--- src/design/exchanger_consts.svh ---
// Constants of the registered 12-to-24 bus exchanger: register offsets, field positions,
// reset values and sizes.
// Assumes inclusion by its bare name from the package and the design modules.
`ifndef EXCHANGER_CONSTS_SVH
`define EXCHANGER_CONSTS_SVH

`define HALF_WIDTH 12
`define WORD_WIDTH 24
`define FIFO_DEPTH 16

`define REG_CTRL 8'h00
`define REG_STATUS 8'h04
`define REG_DATA 8'h08
`define REG_HALVES 8'h0c
`define REG_AREG 8'h10

`define CTRL_STREAM_BIT 0
`define CTRL_RESET 1'h0

`define STAT_EMPTY_BIT 0
`define STAT_FULL_BIT 1
`define STAT_DROP_BIT 2
`define STAT_A_DRIVE_BIT 3
`define STAT_LOW_DRIVE_BIT 4
`define STAT_HIGH_DRIVE_BIT 5
`define STAT_LEVEL_LSB 8

`define DATA_VALID_BIT 31

`define SYNC_WIDTH 42
`define SYNC_RESET 42'h000_0000_0037
`define HALF_RESET 12'h000

`endif

--- src/design/exchanger_pkg.sv ---
// Types and address decode shared by the exchanger design files.
// Assumes exchanger_consts.svh on the include path.
`default_nettype none
`include "exchanger_consts.svh"

package exchanger_pkg;

	typedef logic [`HALF_WIDTH-1:0] half_t;
	typedef logic [`WORD_WIDTH-1:0] word_t;

	typedef enum logic [2:0] {
		SEL_CTRL,
		SEL_STATUS,
		SEL_DATA,
		SEL_HALVES,
		SEL_AREG,
		SEL_NONE
	} reg_sel_t;

	function automatic reg_sel_t decode_addr(input logic [7:0] addr);
		reg_sel_t sel;
		sel = SEL_NONE;
		case (addr)
			`REG_CTRL: sel = SEL_CTRL;
			`REG_STATUS: sel = SEL_STATUS;
			`REG_DATA: sel = SEL_DATA;
			`REG_HALVES: sel = SEL_HALVES;
			`REG_AREG: sel = SEL_AREG;
			default: sel = SEL_NONE;
		endcase
		return sel;
	endfunction : decode_addr

endpackage : exchanger_pkg

`default_nettype wire

--- src/design/registered_bus_exchanger_12to24.sv ---
// Registered 12-bit to 24-bit bus exchanger with an APB register slave and a word FIFO.
// Assumes every pin input is asynchronous to pclk; the pad ring resolves the wires from
// the separate in, out and output-enable signals.
//
// Summary of operation
// - A B half loads A data at an edge only while its capture enable is low.
// - Enabling the halves on successive clocks assembles two A words into one wide word.
// - One shared register feeds the A outputs for transfers from B to A.
// - The half select picks which B half goes into the A register.
// - The A outputs come straight from a clocked register.
// - All control inputs are sampled into registers on the clock.
// - A port, low half and high half each have an active-low drive enable.
// - Drive state follows only sampled enables; reset forces them to the released state.
// - Low enables copy A into the low and high halves, the high half not while stream mode finds the FIFO full; both may load together.
// - Select high loads the low half, select low the high half, into A.
`default_nettype none
`include "exchanger_consts.svh"

module registered_bus_exchanger_12to24 (
	input wire logic pclk,
	input wire logic presetn,
	input wire logic psel,
	input wire logic penable,
	input wire logic pwrite,
	input wire logic [7:0] paddr,
	input wire logic [31:0] pwdata,
	input wire logic [3:0] pstrb,
	output logic [31:0] prdata,
	output logic pready,
	output logic pslverr,
	input wire logic [`HALF_WIDTH-1:0] a_port_in,
	output logic [`HALF_WIDTH-1:0] a_port_out,
	output logic a_port_oe,
	input wire logic [`HALF_WIDTH-1:0] b_low_half_in,
	output logic [`HALF_WIDTH-1:0] b_low_half_out,
	output logic b_low_half_oe,
	input wire logic [`HALF_WIDTH-1:0] b_high_half_in,
	output logic [`HALF_WIDTH-1:0] b_high_half_out,
	output logic b_high_half_oe,
	input wire logic low_half_capture_enable_n,
	input wire logic high_half_capture_enable_n,
	input wire logic half_select,
	input wire logic a_port_drive_enable_n,
	input wire logic low_half_drive_enable_n,
	input wire logic high_half_drive_enable_n
);

	localparam int LW = $clog2(`FIFO_DEPTH + 1);

	logic [`SYNC_WIDTH-1:0] pins_meta_q;
	logic [`SYNC_WIDTH-1:0] pins_q;
	logic [`SYNC_WIDTH-1:0] pins_raw;

	exchanger_pkg::half_t a_s;
	exchanger_pkg::half_t b_low_s;
	exchanger_pkg::half_t b_high_s;
	logic cap_low_n_s;
	logic cap_high_n_s;
	logic select_s;
	logic a_drive_n_s;
	logic low_drive_n_s;
	logic high_drive_n_s;

	exchanger_pkg::half_t b_low_q;
	exchanger_pkg::half_t b_high_q;
	exchanger_pkg::half_t a_reg_q;

	logic stream_en_q;
	logic drop_q;
	logic high_stall;
	logic high_load;

	logic fifo_in_valid;
	logic fifo_in_ready;
	exchanger_pkg::word_t fifo_in_data;
	logic fifo_out_valid;
	logic fifo_out_ready;
	exchanger_pkg::word_t fifo_out_data;
	logic [LW-1:0] fifo_level;

	exchanger_pkg::reg_sel_t sel_w;
	logic setup;
	logic access;
	logic [31:0] rd_value;
	logic [31:0] prdata_q;
	logic err_q;
	logic pop_ok_q;

	// Both pin groups pass two flip-flops; the second stage doubles as the control register.
	assign pins_raw = {a_port_in, b_low_half_in, b_high_half_in,
		low_half_capture_enable_n, high_half_capture_enable_n, half_select,
		a_port_drive_enable_n, low_half_drive_enable_n, high_half_drive_enable_n};

	always_ff @(posedge pclk or negedge presetn)
	begin
		if (!presetn)
		begin
			pins_meta_q <= `SYNC_RESET;
			pins_q <= `SYNC_RESET;
		end
		else
		begin
			pins_meta_q <= pins_raw;
			pins_q <= pins_meta_q;
		end
	end

	assign a_s = pins_q[41:30];
	assign b_low_s = pins_q[29:18];
	assign b_high_s = pins_q[17:6];
	assign cap_low_n_s = pins_q[5];
	assign cap_high_n_s = pins_q[4];
	assign select_s = pins_q[3];
	assign a_drive_n_s = pins_q[2];
	assign low_drive_n_s = pins_q[1];
	assign high_drive_n_s = pins_q[0];

	// A full FIFO in stream mode holds off the high-half capture, so a word is never
	// overwritten before software has read it; the attempt is flagged instead.
	assign high_stall = stream_en_q & ~fifo_in_ready;
	assign high_load = ~cap_high_n_s & ~high_stall;

	always_ff @(posedge pclk or negedge presetn)
	begin
		if (!presetn)
		begin
			b_low_q <= `HALF_RESET;
		end
		else if (!cap_low_n_s)
		begin
			b_low_q <= a_s;
		end
	end

	always_ff @(posedge pclk or negedge presetn)
	begin
		if (!presetn)
		begin
			b_high_q <= `HALF_RESET;
		end
		else if (high_load)
		begin
			b_high_q <= a_s;
		end
	end

	// The single A-side register is shared by both halves and keeps its value while the
	// A port is released.
	always_ff @(posedge pclk or negedge presetn)
	begin
		if (!presetn)
		begin
			a_reg_q <= `HALF_RESET;
		end
		else if (!a_drive_n_s)
		begin
			a_reg_q <= select_s ? b_low_s : b_high_s;
		end
	end

	assign a_port_out = a_reg_q;
	assign b_low_half_out = b_low_q;
	assign b_high_half_out = b_high_q;
	assign a_port_oe = ~a_drive_n_s;
	assign b_low_half_oe = ~low_drive_n_s;
	assign b_high_half_oe = ~high_drive_n_s;

	// The high-half capture completes a wide word; the low half taken in the same edge is
	// the new one.
	assign fifo_in_valid = stream_en_q & ~cap_high_n_s;
	assign fifo_in_data = {a_s, cap_low_n_s ? b_low_q : a_s};

	word_fifo #(
		.WIDTH(`WORD_WIDTH),
		.DEPTH(`FIFO_DEPTH)
	) u_word_fifo (
		.clk(pclk),
		.rst_n(presetn),
		.in_valid(fifo_in_valid),
		.in_ready(fifo_in_ready),
		.in_data(fifo_in_data),
		.out_valid(fifo_out_valid),
		.out_ready(fifo_out_ready),
		.out_data(fifo_out_data),
		.level(fifo_level)
	);

	assign sel_w = exchanger_pkg::decode_addr(paddr);
	assign setup = psel & ~penable;
	assign access = psel & penable;
	assign pready = access;
	assign pslverr = access & err_q;
	assign prdata = prdata_q;

	// Popping only what was shown in the setup cycle keeps a word that arrives between
	// setup and access from being discarded unseen.
	assign fifo_out_ready = access & ~pwrite & (sel_w == exchanger_pkg::SEL_DATA) & pop_ok_q;

	always_comb
	begin
		rd_value = 32'h0000_0000;
		unique case (sel_w)
			exchanger_pkg::SEL_CTRL:
			begin
				rd_value[`CTRL_STREAM_BIT] = stream_en_q;
			end
			exchanger_pkg::SEL_STATUS:
			begin
				rd_value[`STAT_EMPTY_BIT] = ~fifo_out_valid;
				rd_value[`STAT_FULL_BIT] = ~fifo_in_ready;
				rd_value[`STAT_DROP_BIT] = drop_q;
				rd_value[`STAT_A_DRIVE_BIT] = a_port_oe;
				rd_value[`STAT_LOW_DRIVE_BIT] = b_low_half_oe;
				rd_value[`STAT_HIGH_DRIVE_BIT] = b_high_half_oe;
				rd_value[`STAT_LEVEL_LSB +: LW] = fifo_level;
			end
			exchanger_pkg::SEL_DATA:
			begin
				rd_value[`DATA_VALID_BIT] = fifo_out_valid;
				rd_value[`WORD_WIDTH-1:0] = fifo_out_valid ? fifo_out_data : '0;
			end
			exchanger_pkg::SEL_HALVES:
			begin
				rd_value[`WORD_WIDTH-1:0] = {b_high_q, b_low_q};
			end
			exchanger_pkg::SEL_AREG:
			begin
				rd_value[`HALF_WIDTH-1:0] = a_reg_q;
			end
			exchanger_pkg::SEL_NONE:
			begin
				rd_value = 32'h0000_0000;
			end
		endcase
	end

	always_ff @(posedge pclk or negedge presetn)
	begin
		if (!presetn)
		begin
			prdata_q <= 32'h0000_0000;
			err_q <= 1'b0;
			pop_ok_q <= 1'b0;
		end
		else if (setup)
		begin
			prdata_q <= pwrite ? 32'h0000_0000 : rd_value;
			err_q <= (sel_w == exchanger_pkg::SEL_NONE);
			pop_ok_q <= fifo_out_valid;
		end
	end

	always_ff @(posedge pclk or negedge presetn)
	begin
		if (!presetn)
		begin
			stream_en_q <= `CTRL_RESET;
		end
		else if (access && pwrite && pstrb[0] && sel_w == exchanger_pkg::SEL_CTRL)
		begin
			stream_en_q <= pwdata[`CTRL_STREAM_BIT];
		end
	end

	// A stalled capture in the clearing cycle keeps the flag set.
	always_ff @(posedge pclk or negedge presetn)
	begin
		if (!presetn)
		begin
			drop_q <= 1'b0;
		end
		else if (fifo_in_valid && !fifo_in_ready)
		begin
			drop_q <= 1'b1;
		end
		else if (access && pwrite && pstrb[0] && sel_w == exchanger_pkg::SEL_STATUS
			&& pwdata[`STAT_DROP_BIT])
		begin
			drop_q <= 1'b0;
		end
	end

endmodule : registered_bus_exchanger_12to24

`default_nettype wire

--- src/design/word_fifo.sv ---
// Word FIFO with valid and ready on both sides and a registered output stage.
// Assumes a single clock and an asynchronous active-low reset.
`default_nettype none

module word_fifo #(
	parameter int WIDTH = 24,
	parameter int DEPTH = 16
) (
	input wire logic clk,
	input wire logic rst_n,
	input wire logic in_valid,
	output logic in_ready,
	input wire logic [WIDTH-1:0] in_data,
	output logic out_valid,
	input wire logic out_ready,
	output logic [WIDTH-1:0] out_data,
	output logic [$clog2(DEPTH+1)-1:0] level
);

	localparam int AW = $clog2(DEPTH);
	localparam int LW = $clog2(DEPTH + 1);

	logic [WIDTH-1:0] mem_q [DEPTH];
	logic [AW-1:0] wr_ptr_q;
	logic [AW-1:0] rd_ptr_q;
	logic [LW-1:0] count_q;
	logic out_valid_q;
	logic [WIDTH-1:0] out_data_q;
	logic push;
	logic take;

	function automatic logic [AW-1:0] next_ptr(input logic [AW-1:0] ptr);
		return (ptr == AW'(DEPTH - 1)) ? '0 : ptr + AW'(1);
	endfunction : next_ptr

	// The output stage counts toward the level, so full means DEPTH words in total.
	assign level = count_q + LW'(out_valid_q);
	assign in_ready = (level < LW'(DEPTH));
	assign push = in_valid & in_ready;
	assign take = (count_q != '0) & (~out_valid_q | out_ready);
	assign out_valid = out_valid_q;
	assign out_data = out_data_q;

	always_ff @(posedge clk)
	begin
		if (push)
		begin
			mem_q[wr_ptr_q] <= in_data;
		end
	end

	always_ff @(posedge clk or negedge rst_n)
	begin
		if (!rst_n)
		begin
			wr_ptr_q <= '0;
			rd_ptr_q <= '0;
			count_q <= '0;
		end
		else
		begin
			if (push)
			begin
				wr_ptr_q <= next_ptr(wr_ptr_q);
			end
			if (take)
			begin
				rd_ptr_q <= next_ptr(rd_ptr_q);
			end
			count_q <= count_q + LW'(push) - LW'(take);
		end
	end

	always_ff @(posedge clk or negedge rst_n)
	begin
		if (!rst_n)
		begin
			out_valid_q <= 1'b0;
			out_data_q <= '0;
		end
		else if (take)
		begin
			out_valid_q <= 1'b1;
			out_data_q <= mem_q[rd_ptr_q];
		end
		else if (out_ready)
		begin
			out_valid_q <= 1'b0;
		end
	end

endmodule : word_fifo

`default_nettype wire

--- config.mk ---
export PLATFORM = sky130hd
export DESIGN_NAME = registered_bus_exchanger_12to24
export DESIGN_NICKNAME = d
export VERILOG_FILES = /design/src/design/exchanger_pkg.sv /design/src/design/registered_bus_exchanger_12to24.sv /design/src/design/word_fifo.sv
export VERILOG_INCLUDE_DIRS = /design/src /design/src/design
export SDC_FILE = /design/constraint.sdc
export NUM_CORES = 1
export LEC_CHECK = 0
export ABC_CLOCK_PERIOD_IN_PS = 7600
export BUFFER_PORTS_ARGS = -buffer_cell sky130_fd_sc_hd__buf_2
export CAP_MARGIN = 20
export CELL_PAD_IN_SITES_DETAIL_PLACEMENT = 1
export CELL_PAD_IN_SITES_GLOBAL_PLACEMENT = 1
export CORE_MARGIN = 10
export CORE_UTILIZATION = 47
export CTS_BUF_LIST = sky130_fd_sc_hd__clkbuf_2 sky130_fd_sc_hd__clkbuf_4 sky130_fd_sc_hd__clkbuf_8
export DETAILED_ROUTE_END_ITERATION = 8
export PLACE_DENSITY = 0.72
export SKIP_CTS_REPAIR_TIMING = 1
export SYNTH_ARGS = -nofsm -noshare
export SYNTH_HDL_FRONTEND = slang
export SYNTH_SLANG_ARGS = --single-unit
--- constraint.sdc ---
create_clock -name pclk -period 7.6 [get_ports pclk]
set_input_delay 2.28 -clock pclk [delete_from_list [all_inputs] [get_ports pclk]]
set_output_delay 2.28 -clock pclk [all_outputs]
set_load 0.02 [all_outputs]
# Word level (Yosys, flattened, before mapping)
# Memories as Yosys holds them, arrays and structs flattened. A register that Yosys moved wholly into a read port is not among the register bits.
# Index checks and enable logic that the tools add are counted.
[totals]
inputBits = 91
reg_bits = 170
word_cells = 86
ram_bits = 384
memories = 1
out_inout_bits = 73
[op_classes]
n_lt_le_gt_ge = 1
n_addsub = 5
bitwise = 21
n_eq_ne = 11
n_reduce_logical = 13
mux = 20
[memory_table]
columns = ["name", "words", "word_bits", "read_ports", "rd_clocked_by_memory_dff", "write_ports", "line_no", "rtl"]
rows = [
  ["u_word_fifo.mem_q", 16, 24, 1, 1, 1, "word_fifo.sv:23", "logic [WIDTH-1:0] mem_q [DEPTH];"],
]
[op_table]
columns = ["cell", "count"]
rows = [
  ["two-way mux 32 bit", 1],
  ["two-way mux 12 bit", 2],
  ["two-way mux 24 bit", 1],
  ["one-hot mux 11 bit (2 select lines)", 1],
  ["one-hot mux 5 bit (4 select lines)", 1],
  ["equality test 8 x 4 -> 1 bit (second input constant)", 2],
  ["one-hot mux 4 bit (4 select lines)", 1],
  ["one-hot mux 3 bit (5 select lines)", 1],
  ["AND 1 bit", 11],
  ["adder 5 x 1 -> 5 bit", 2],
  ["NOT 1 bit", 9],
  ["adder 4 x 1 -> 4 bit (second input constant)", 2],
  ["equality test 4 bit (second input constant)", 2],
  ["equality test 8 x 3 -> 1 bit (second input constant)", 1],
  ["equality test 8 x 5 -> 1 bit (second input constant)", 1],
  ["zero test 8 bit", 1],
  ["two-way mux 4 bit", 2],
  ["two-way mux 1 bit", 7],
  ["equality test 3 x 2 -> 1 bit (second input constant)", 2],
  ["equality test 3 bit (second input constant)", 2],
  ["logical AND 1 bit", 6],
  ["one-hot mux 1 bit (6 select lines)", 1],
  ["one-hot mux 2 bit (3 select lines)", 1],
  ["< comparator 5 bit (second input constant)", 1],
  ["other kinds (8)", 10],
]

# Longest topological paths before layout
# Gate-level depths: netlist (run 1).
[logic_depth]
word_depth = 8
depth_mapped = 15
depth_no_buf = 14

# Cells and area by module
# A second synthesis (run 1) with hierarchy kept.
[hier_totals]
cells_unflattened = 1186
hier_area_um2 = 21739.6
[modules_own_cells]
columns = ["mod", "area_each_um2", "cells_per_inst", "n_inst", "seq_area_each_um2"]
rows = [
  ["word_fifo", 16497.1, 819, 1, 12482.0],
  ["registered_bus_exchanger_12to24", 5242.5, 367, 1, 3741.1],
]

# Worst setup path after synthesis (run 1)
# No wires, ideal clock.
[synth_path]
kind = "input-to-reg"
start = "in paddr[0]"
end = "reg u_word_fifo.count_q[4]"
setup_slack_ns = 2.343
arrival_time_ns = 5.132
required_time_ns = 7.475
n_path_buf = 1
setup_ns = 0.125
path_stages = 15
path_cell_list = "or4_4 -> or2_0 -> o41a_1 -> nor2_4 -> buf_8 -> ha_1 -> inv_1 -> ha_1 -> inv_1 -> fa_1 -> inv_1 -> a21oi_1 -> nor2_1 -> nor2_1 -> xnor2_1"
[synth_between]
elab_chain_cells = 8
elab_cells_between_ends = 12
classes_between = "1 x add/sub; 5 x eq/ne; 1 x mux; 4 x bitwise; 1 x reduce/logical"
[synth_lines]
columns = ["element", "line_no", "rtl"]
rows = [
  ["start, declared", "registered_bus_exchanger_12to24.sv:25", "input wire logic [7:0] paddr,"],
  ["equality test 8 x 5 -> 1 bit, or another cell as far along", "exchanger_pkg.sv:23", "case (addr)"],
  ["one-hot mux 3 bit (5 select lines) (*)", "exchanger_pkg.sv:23", ""],
  ["equality test 3 x 2 -> 1 bit (*)", "registered_bus_exchanger_12to24.sv:197", "assign fifo_out_ready = access & ~pwrite & (sel_w == exchanger_pkg::SEL_DATA) & pop_ok_q;"],
  ["AND 1 bit (*) (2 in series)", "registered_bus_exchanger_12to24.sv:197", ""],
  ["bitwise OR 1 bit (*)", "word_fifo.sv:40", "assign take = (count_q != '0) & (~out_valid_q | out_ready);"],
  ["AND 1 bit (*)", "word_fifo.sv:40", ""],
  ["named net u_word_fifo.take", "word_fifo.sv:30", "logic take;"],
  ["subtractor 5 x 1 -> 5 bit (*)", "word_fifo.sv:70", "count_q <= count_q + LW'(push) - LW'(take);"],
  ["end signal, assigned", "word_fifo.sv:70", ""],
  ["end, declared", "word_fifo.sv:26", "logic [LW-1:0] count_q;"],
]
# The timed path passes the listed nets; every way through them passes the cells marked *.
# A chain may end at the register's enable or synchronous reset.

# Worst setup path after layout (run 1)
[layout_path]
start = "in paddr[0]"
end = "reg u_word_fifo.count_q[4]"
[layout_between]
elab_chain_cells = 8
elab_cells_between_ends = 12
classes_between = "1 x add/sub; 5 x eq/ne; 1 x mux; 4 x bitwise; 1 x reduce/logical"
[layout_lines]
columns = ["element", "line_no"]
rows = [
  ["equality test 8 x 5 -> 1 bit, or another cell as far along", "exchanger_pkg.sv:23"],
  ["one-hot mux 3 bit (5 select lines) (*)", "exchanger_pkg.sv:23"],
  ["equality test 3 x 2 -> 1 bit (*)", "registered_bus_exchanger_12to24.sv:197"],
  ["AND 1 bit (*) (2 in series)", "registered_bus_exchanger_12to24.sv:197"],
  ["bitwise OR 1 bit (*)", "word_fifo.sv:40"],
  ["AND 1 bit (*)", "word_fifo.sv:40"],
  ["subtractor 5 x 1 -> 5 bit (*)", "word_fifo.sv:70"],
]
# Every way passes the cells marked *; elsewhere a longest branch is shown, timed or not.

==> reports/results.txt, run 1 <==
Leakage = 8.986 nW
Row cnt = 78
GR Overflow Total = 0
Core area = 45190 um^2
Highest Clock Rate = 198.2 MHz
Overall power consumption = 0.006423 W
Commonest non-fill, non-tap cells in the layout = edfxtp_1 (384), dfrtp_1 (175), buf_2 (122)
IO buf count = 123
Post-synthesis simple-gate area fraction = 2.825%
Post-synth EDFFs = 384
Cell Area, Synth = 21390 um^2
Max VDD drop = 0.2231 mV
P_int = 0.005003 W
RSZ-0062 raised after global routing = no
Synth Area in XOR/XNOR = 0.3275%
CTS H-tree lvls = 3
Global-route wire length before repair = 81.01 mm
Final Critical Period = 5044 ps
Sequential cell fraction of total power = 54.2%
# fillers = 4116
Synth Area in Adders = 0.9708%
GP Congestion = 0.7863
Placed cell area = 22790 um^2
Sequential cell area fraction in the yosys report = 75.83%
Tcrit/Tclk final = 66.37%
Sink Count = 571
Remaining antenna violation count after routing = 0
Worst clock skew = 42.32 ps
Cell area after layout = 24670 um^2
Cells after Synth = 1118
Clock Latency Late Sink = 660 ps
Setup ws final = 2556 ps
Vias = 11450
PwrDens = 260.3 nW/um^2
Slew Limit Fails = 0
Vias/cell = 5.797
Sw Share = 22.10%
NetSw = 0.001420 W
Combinational group share of total power = 4.6%
Largest area contributor in the netlist = edfxtp_1
Clk slew on worst S/H paths = 60 ps
Number of synthesis warnings = 0
Number of global-route vias before repair = 12450
Final hold vios = 0
Compound-cell area share of the yosys netlist = 4.913%
Worst Max-Slew Pin Slew = 1092 ps
Total routed wirelength = 54.57 mm
All-Layer GR Usage = 20.28%
Initial DRC Count = 1026
Clock root buffer = clkbuf_8
# Max-Cap Violations = 0
Slew headroom = 27.20%
Drt first pass iters = 5
Synth Flop Type = edfxtp_1
Hold Crit Class = flop to flop
Sum Neg Setup Slack = 0 ps
Mux share of post-synthesis cell area = 13.45%
Leading post-synthesis cells by cell area = edfxtp_1 (54%), dfrtp_1 (21%), mux4_2 (10%), a22oi_1 (2.8%), mux2_2 (2.7%)
Yosys cell types = 50
Req. time, crit path = 8150 ps
Clock Power Share = 41.3%
CP max FO = 28
Die ar. = 54450 um^2
Place WS = 1878 ps
Multi-input gate area = 4890 um^2
Clock Path Buffers = 3
DP Wirelength = 33.37 mm
Starting Density = 47.35%
Yosys top cell area share = 53.90%
I/O pin total = 164
Register area = 16230 um^2
Final setup violation count = 0
DRC viols = 0
Initial antenna violation count = 4
Ys async rst share = 32.75%
Largest net degree at the start of global routing = 131
Die extent in x = 233.4 um
Num CTS Buffers = 90
Area delta synth->final = 15.32%
Syn Area/Cell = 19.14 um^2
Die span in y = 233.4 um
Worst setup EP type = flop
Outcome = finished clean
Routed len/inst = 27.63 um
CTS tree = yes
Crit start category = input pin
FF+latch count, synth = 571
Worst EP arrival = 5590 ps
Fin nets = 1413
Most common cell after layout, fill and taps aside = edfxtp_1
Largest family of logic cells by synthesized area = multiplexers
Crit path kind = input pin to flop
Share of layout cells above drive strength 1 = 34.57%
layer usage:
| layer | vias up | track usage [%] | routed length (um) |
|---|---|---|---|
| li1 | 4764 | - | - |
| met1 | 6181 | 25.89 | 21760 |
| met2 | 411 | 34.11 | 28350 |
| met3 | 94 | 4.162 | 2955 |
| met4 | 0 | 6.837 | 1502 |
| met5 | - | 0 | 0 |
final timing paths:
kind / from / endpoint / slack [ps] / depth (start not counted)
worst min register to register: pins_meta_q[1] / pins_q[1] / 330 / 0
worst min-delay path: pins_meta_q[1] / pins_q[1] / 330 / 0
worst max-delay path: paddr[0] / u_word_fifo.count_q[4] / 2560 / 16
max in group asynchronous: presetn / pins_q[22] / 4520 / 3
min in group asynchronous: presetn / prdata[18] / 1520 / 1
worst max register to register: u_word_fifo.out_valid / u_word_fifo.mem_q[1][18] / 4170 / 7
synth_stat cells (2+ instances only):
library cell	count
o22a_1	2
nand3b_1	3
clkbuf_1	39
o21ai_0	42
nor2_1	15
nor2b_1	4
dfstp_2	10
xor2_1	3
edfxtp_1	384
dfrtp_1	177
mux2i_1	13
buf_1	14
and3_1	4
xnor2_1	5
and2_1	13
buf_4	7
o2bb2ai_1	8
nor3_1	6
a32o_1	2
a21o_1	3
nand3_1	2
nand2_1	64
inv_1	20
a22oi_1	79
nor4b_1	2
a21oi_1	7
ha_1	15
buf_8	2
mux2_2	51
nand2b_1	4
mux4_2	96
a22o_1	4
registers in the layout, indices dropped and copies added (netlist names):
register / flops
a_port_out: 12
b_high_half_out: 12
u_word_fifo.wr_ptr_q: 4
u_word_fifo.count_q: 5
u_word_fifo.mem_q: 384
drop_q: 1
stream_en_q: 1
b_low_half_out: 12
pins_meta_q: 42
pop_ok_q: 1
err_q: 1
u_word_fifo.out_data: 24
u_word_fifo.out_valid: 1
u_word_fifo.rd_ptr_q: 4
pins_q: 42
prdata: 25
worst max-delay path, stage by stage:
cell and delay [ps]:
buf_2 100, or4_4 520, or2_0 250, o41a_1 500, nor2_4 100, buf_4 380, ha_1 310, inv_1 60
ha_1 170, inv_1 70, fa_1 420, inv_1 80, a21oi_1 60, nor2_1 100, nor2_1 60, xnor2_1 110
layout make-up:
type	count	share of cell area [%]
flip-flops and latches	571	65.79
multi-input cells	471	19.82
clock buffers	138	6.912
repair buffers	152	3.525
well taps	600	3.043
clock inverters	22	0.5984
inverters	20	0.3043
diodes	1	0.01014
per-stage QoR:
step / hold slack, ps / util [%] / instances
floorplan: 331.2 / - / 1124
global placement: 332.3 / 50.38 / 1811
detailed placement: 336.2 / 50.43 / 1813
CTS: 332.7 / 54.53 / 1973
global route: 349.2 / 54.60 / 1975
finish: 333.9 / 54.60 / 1975
power by group through the flow:
stage | Combinational [W] | Sequential [W] | Clock [W]
floorplan | 0.000162 | 0.00352 | 0
global placement | 0.000283 | 0.00353 | 0
detailed placement | 0.000294 | 0.00354 | 0
CTS | 0.000296 | 0.00348 | 0.00270
global route | 0.000321 | 0.00348 | 0.00287
finish | 0.000292 | 0.00348 | 0.00265
kinds of logic after synthesis:
group / count (synthesis)
AOI/OAI and AO/OA: 153
xor gates and xnor gates: 8
adders and majority gates: 16
buffers and inverters: 82
DFF: 571
muxes: 161
other: 1
and+or+nand+nor: 126
Power figures use the tool's default switching activity.
==> inputs of run 2 (changes only) <==
--- a/config.mk
+++ b/config.mk
@@ -6,16 +6,17 @@
 export SDC_FILE = /design/constraint.sdc
 export NUM_CORES = 1
 export LEC_CHECK = 0
-export ABC_CLOCK_PERIOD_IN_PS = 7600
+export ABC_AREA = 1
+export ABC_CLOCK_PERIOD_IN_PS = 4300
 export BUFFER_PORTS_ARGS = -buffer_cell sky130_fd_sc_hd__buf_2
 export CAP_MARGIN = 20
 export CELL_PAD_IN_SITES_DETAIL_PLACEMENT = 1
 export CELL_PAD_IN_SITES_GLOBAL_PLACEMENT = 1
 export CORE_MARGIN = 10
-export CORE_UTILIZATION = 47
+export CORE_UTILIZATION = 45
 export CTS_BUF_LIST = sky130_fd_sc_hd__clkbuf_2 sky130_fd_sc_hd__clkbuf_4 sky130_fd_sc_hd__clkbuf_8
 export DETAILED_ROUTE_END_ITERATION = 8
-export PLACE_DENSITY = 0.72
+export PLACE_DENSITY = 0.77
 export SKIP_CTS_REPAIR_TIMING = 1
 export SYNTH_ARGS = -nofsm -noshare
 export SYNTH_HDL_FRONTEND = slang
==> constraint.sdc (replaced) <==
create_clock -name pclk -period 4.3 [get_ports pclk]
set_input_delay 1.29 -clock pclk [delete_from_list [all_inputs] [get_ports pclk]]
set_output_delay 1.29 -clock pclk [all_outputs]
set_load 0.02 [all_outputs]
==> run 2 against run 1 <==
  * Sequential power increased by 84%
  * Clock-buffer cell count is 2 higher
  * Core utilization down 2.6 points
  * Combinational power increased to 10 times the previous value
  * Setup slack got worse by 1600 ps
  * Register-to-register slack got worse by 2900 ps
  * Clock power grew 79%
  * Design area grew 5.7%
  * Synthesized area grew 6.6%
  * Via count is 43% higher
  * Routed wire length up 25%
  * Critical path type is now flop to primary output
  * Critical endpoint is now a_port_oe
  * Largest cell class unchanged
==> reports/results.txt, run 2 <==
CTS H-tree lvls = 3
Leading cell type by number of instances after synthesis = nand2_1
Worst Max-Slew Pin Slew = 998.8 ps
Number of synthesis warnings = 0
Slew headroom = 33.41%
Slowest cell on the critical path = dfstp_2
Place WS = 377.6 ps
PwrDens = 542.0 nW/um^2
Area delta synth->final = 14.30%
DP Wirelength = 41.96 mm
Yosys top cell area share = 50.56%
Most common cell after layout, fill and taps aside = nand2_1
Clock Latency Late Sink = 700 ps
Biggest register = u_word_fifo.mem_q
Multi-input gate area = 5794 um^2
Fin nets = 2339
Slew Limit Fails = 0
GR Overflow Total = 0
Outcome = finished clean
Reg-to-reg setup timing slack = 1240 ps
Vias = 16350
Post-synth EDFFs = 384
Crit path depth = 2
Cell area after layout = 26070 um^2
Max FFs per register = 384
Routed len/inst = 22.83 um
Final Critical Period = 3311 ps
R2R cell count = 10
Sequential cell area fraction in the yosys report = 71.13%
# Max-Cap Violations = 0
Setup ws final = 989.4 ps
IO buf count = 123
Clock root buffer = clkbuf_8
Final hold vios = 0
RSZ-0062 raised after global routing = no
Die span in y = 245.1 um
Tcrit/Tclk final = 76.99%
Die ar. = 60090 um^2
Worst clock skew = 21.79 ps
Highest Clock Rate = 302.1 MHz
Top Registers = u_word_fifo.mem_q (384), pins_meta_q (42), pins_q (42)
Drt first pass iters = 5
I/O pin total = 164
CP max FO = 14
Worst Setup EP = a_port_oe
Num CTS Buffers = 91
Clock Path Buffers = 3
Clk slew on worst S/H paths = 60 ps
Cell Area, Synth = 22810 um^2
Hold Crit Class = flop to flop
CTS tree = yes
Initial DRC Count = 1263
Sink Count = 571
Core area = 50170 um^2
Row cnt = 82
Register area = 16230 um^2
Ys async rst share = 32.75%
Final setup violation count = 0
Sum Neg Setup Slack = 0 ps
Die extent in x = 245.1 um
Max VDD drop = 0.3613 mV
GP Congestion = 0.8500
Largest net degree at the start of global routing = 196
Cells after Synth = 2068
Worst EP arrival = 2020 ps
Hold WS = 349.2 ps
Worst setup EP type = primary output
Worst Setup SP = pins_q[2]
Global-route wire length before repair = 104.2 mm
Crit start category = flop
Post-layout util = 51.96%
DRC viols = 0
Total routed wirelength = 68.00 mm
FF+latch count, synth = 571
Largest stage delay, worst path = 730 ps
Crit-path cells = inv_1 -> buf_2
Top cells by count, synth = nand2_1 (639), edfxtp_1 (384), nor2_1 (238)
Commonest non-fill, non-tap cells in the layout = nand2_1 (639), edfxtp_1 (384), nand3_1 (224)
RR Startpoint = u_word_fifo.out_valid
Syn Area/Cell = 11.03 um^2
Yosys cell types = 33
Req. time, crit path = 3010 ps
All-Layer GR Usage = 22.55%
# fillers = 5427
Leading post-synthesis cells by cell area = edfxtp_1 (51%), dfrtp_1 (19%), nand2_1 (11%), nand3_1 (4.9%), nor2_1 (3.9%)
Starting Density = 45.46%
Remaining antenna violation count after routing = 0
Largest area contributor in the netlist = edfxtp_1
Vias/cell = 5.490
Number of global-route vias before repair = 17790
CP bufs+invs = 2
Crit path kind = flop to primary output
Initial antenna violation count = 0
Reg-to-reg endpoint = u_word_fifo.mem_q[10][21]
Critical path's top delay family = flip-flops
Share of layout cells above drive strength 1 = 16.44%
Leakage = 10.78 nW
Synth Flop Type = edfxtp_1
Placed cell area = 24200 um^2
-- run 2: changes by cell type after synthesis, moves of 13 or more --
cell,change
a21oi_1,+20
a22oi_1,-79
and2_1,-13
buf_2,+47
inv_1,+33
mux2_2,-51
mux2i_1,-13
mux4_2,-96
nand2_1,+575
nand3_1,+222
nor2_1,+223
o21ai_0,+101
-- run 2: cell families (layout without fill, tap and decap cells) --
kind of cell / Yosys count / in the layout / synth area share (%)
simple gates: 1120 / 1120 / 19.90
flops: 571 / 571 / 71.13
buf+inv: 176 / 407 / 3.736
compound gates: 175 / 175 / 3.961
fa+ha+maj: 16 / 16 / 0.9107
xor+xnor: 9 / 9 / 0.3456
other cells: 1 / 8 / 0.01644
-- run 2: cell type report --
| type | instances | share of cell area [%] |
|---|---|---|
| Sequential cell | 571 | 62.27 |
| Multi-Input combinational cell | 1327 | 22.23 |
| Clock buffer | 140 | 6.408 |
| Timing Repair Buffer | 180 | 4.181 |
| Tap cell | 672 | 3.225 |
| Inverter | 61 | 0.9168 |
| Clock inverter | 26 | 0.7632 |
| Antenna cell | 1 | 0.009600 |
-- run 2: routing by layer --
layer | up-vias | wire [um] | track usage (%)
li1 | 7262 | - | -
met2 | 551 | 34620 | 39.23
met5 | - | 0 | 0
met3 | 155 | 3666 | 3.779
met1 | 8382 | 27510 | 27.69
met4 | 0 | 2204 | 8.548
-- run 2: per-stage QoR --
stage          std cells  power [W]
2_1_floorplan       2074   0.008401
4_1_cts             2977    0.01421
3_3_place_gp        2811   0.009299
5_1_grt             2977    0.01482
6_report            2978    0.01413
3_5_place_dp        2811   0.009467
-- run 2: worst min-delay path by stage --
stage	slack [ps]	depth (start not counted)	end	startpoint
after detailed placement	340	0	pins_q[31]	pins_meta_q[31]
after global placement	330	0	pins_q[30]	pins_meta_q[30]
after floorplan	330	0	pins_q[10]	pins_meta_q[10]
final	350	0	pins_q[16]	pins_meta_q[16]
after CTS	350	0	pins_q[18]	pins_meta_q[18]
after global routing	350	0	pins_q[0]	pins_meta_q[0]
-- run 2: where the power goes --
part | switching (W) | internal (W)
Clock | 0.00219 | 0.00256
Combinational | 0.00210 | 0.000873
Sequential | 0.000318 | 0.00609
Total | 0.00461 | 0.00952
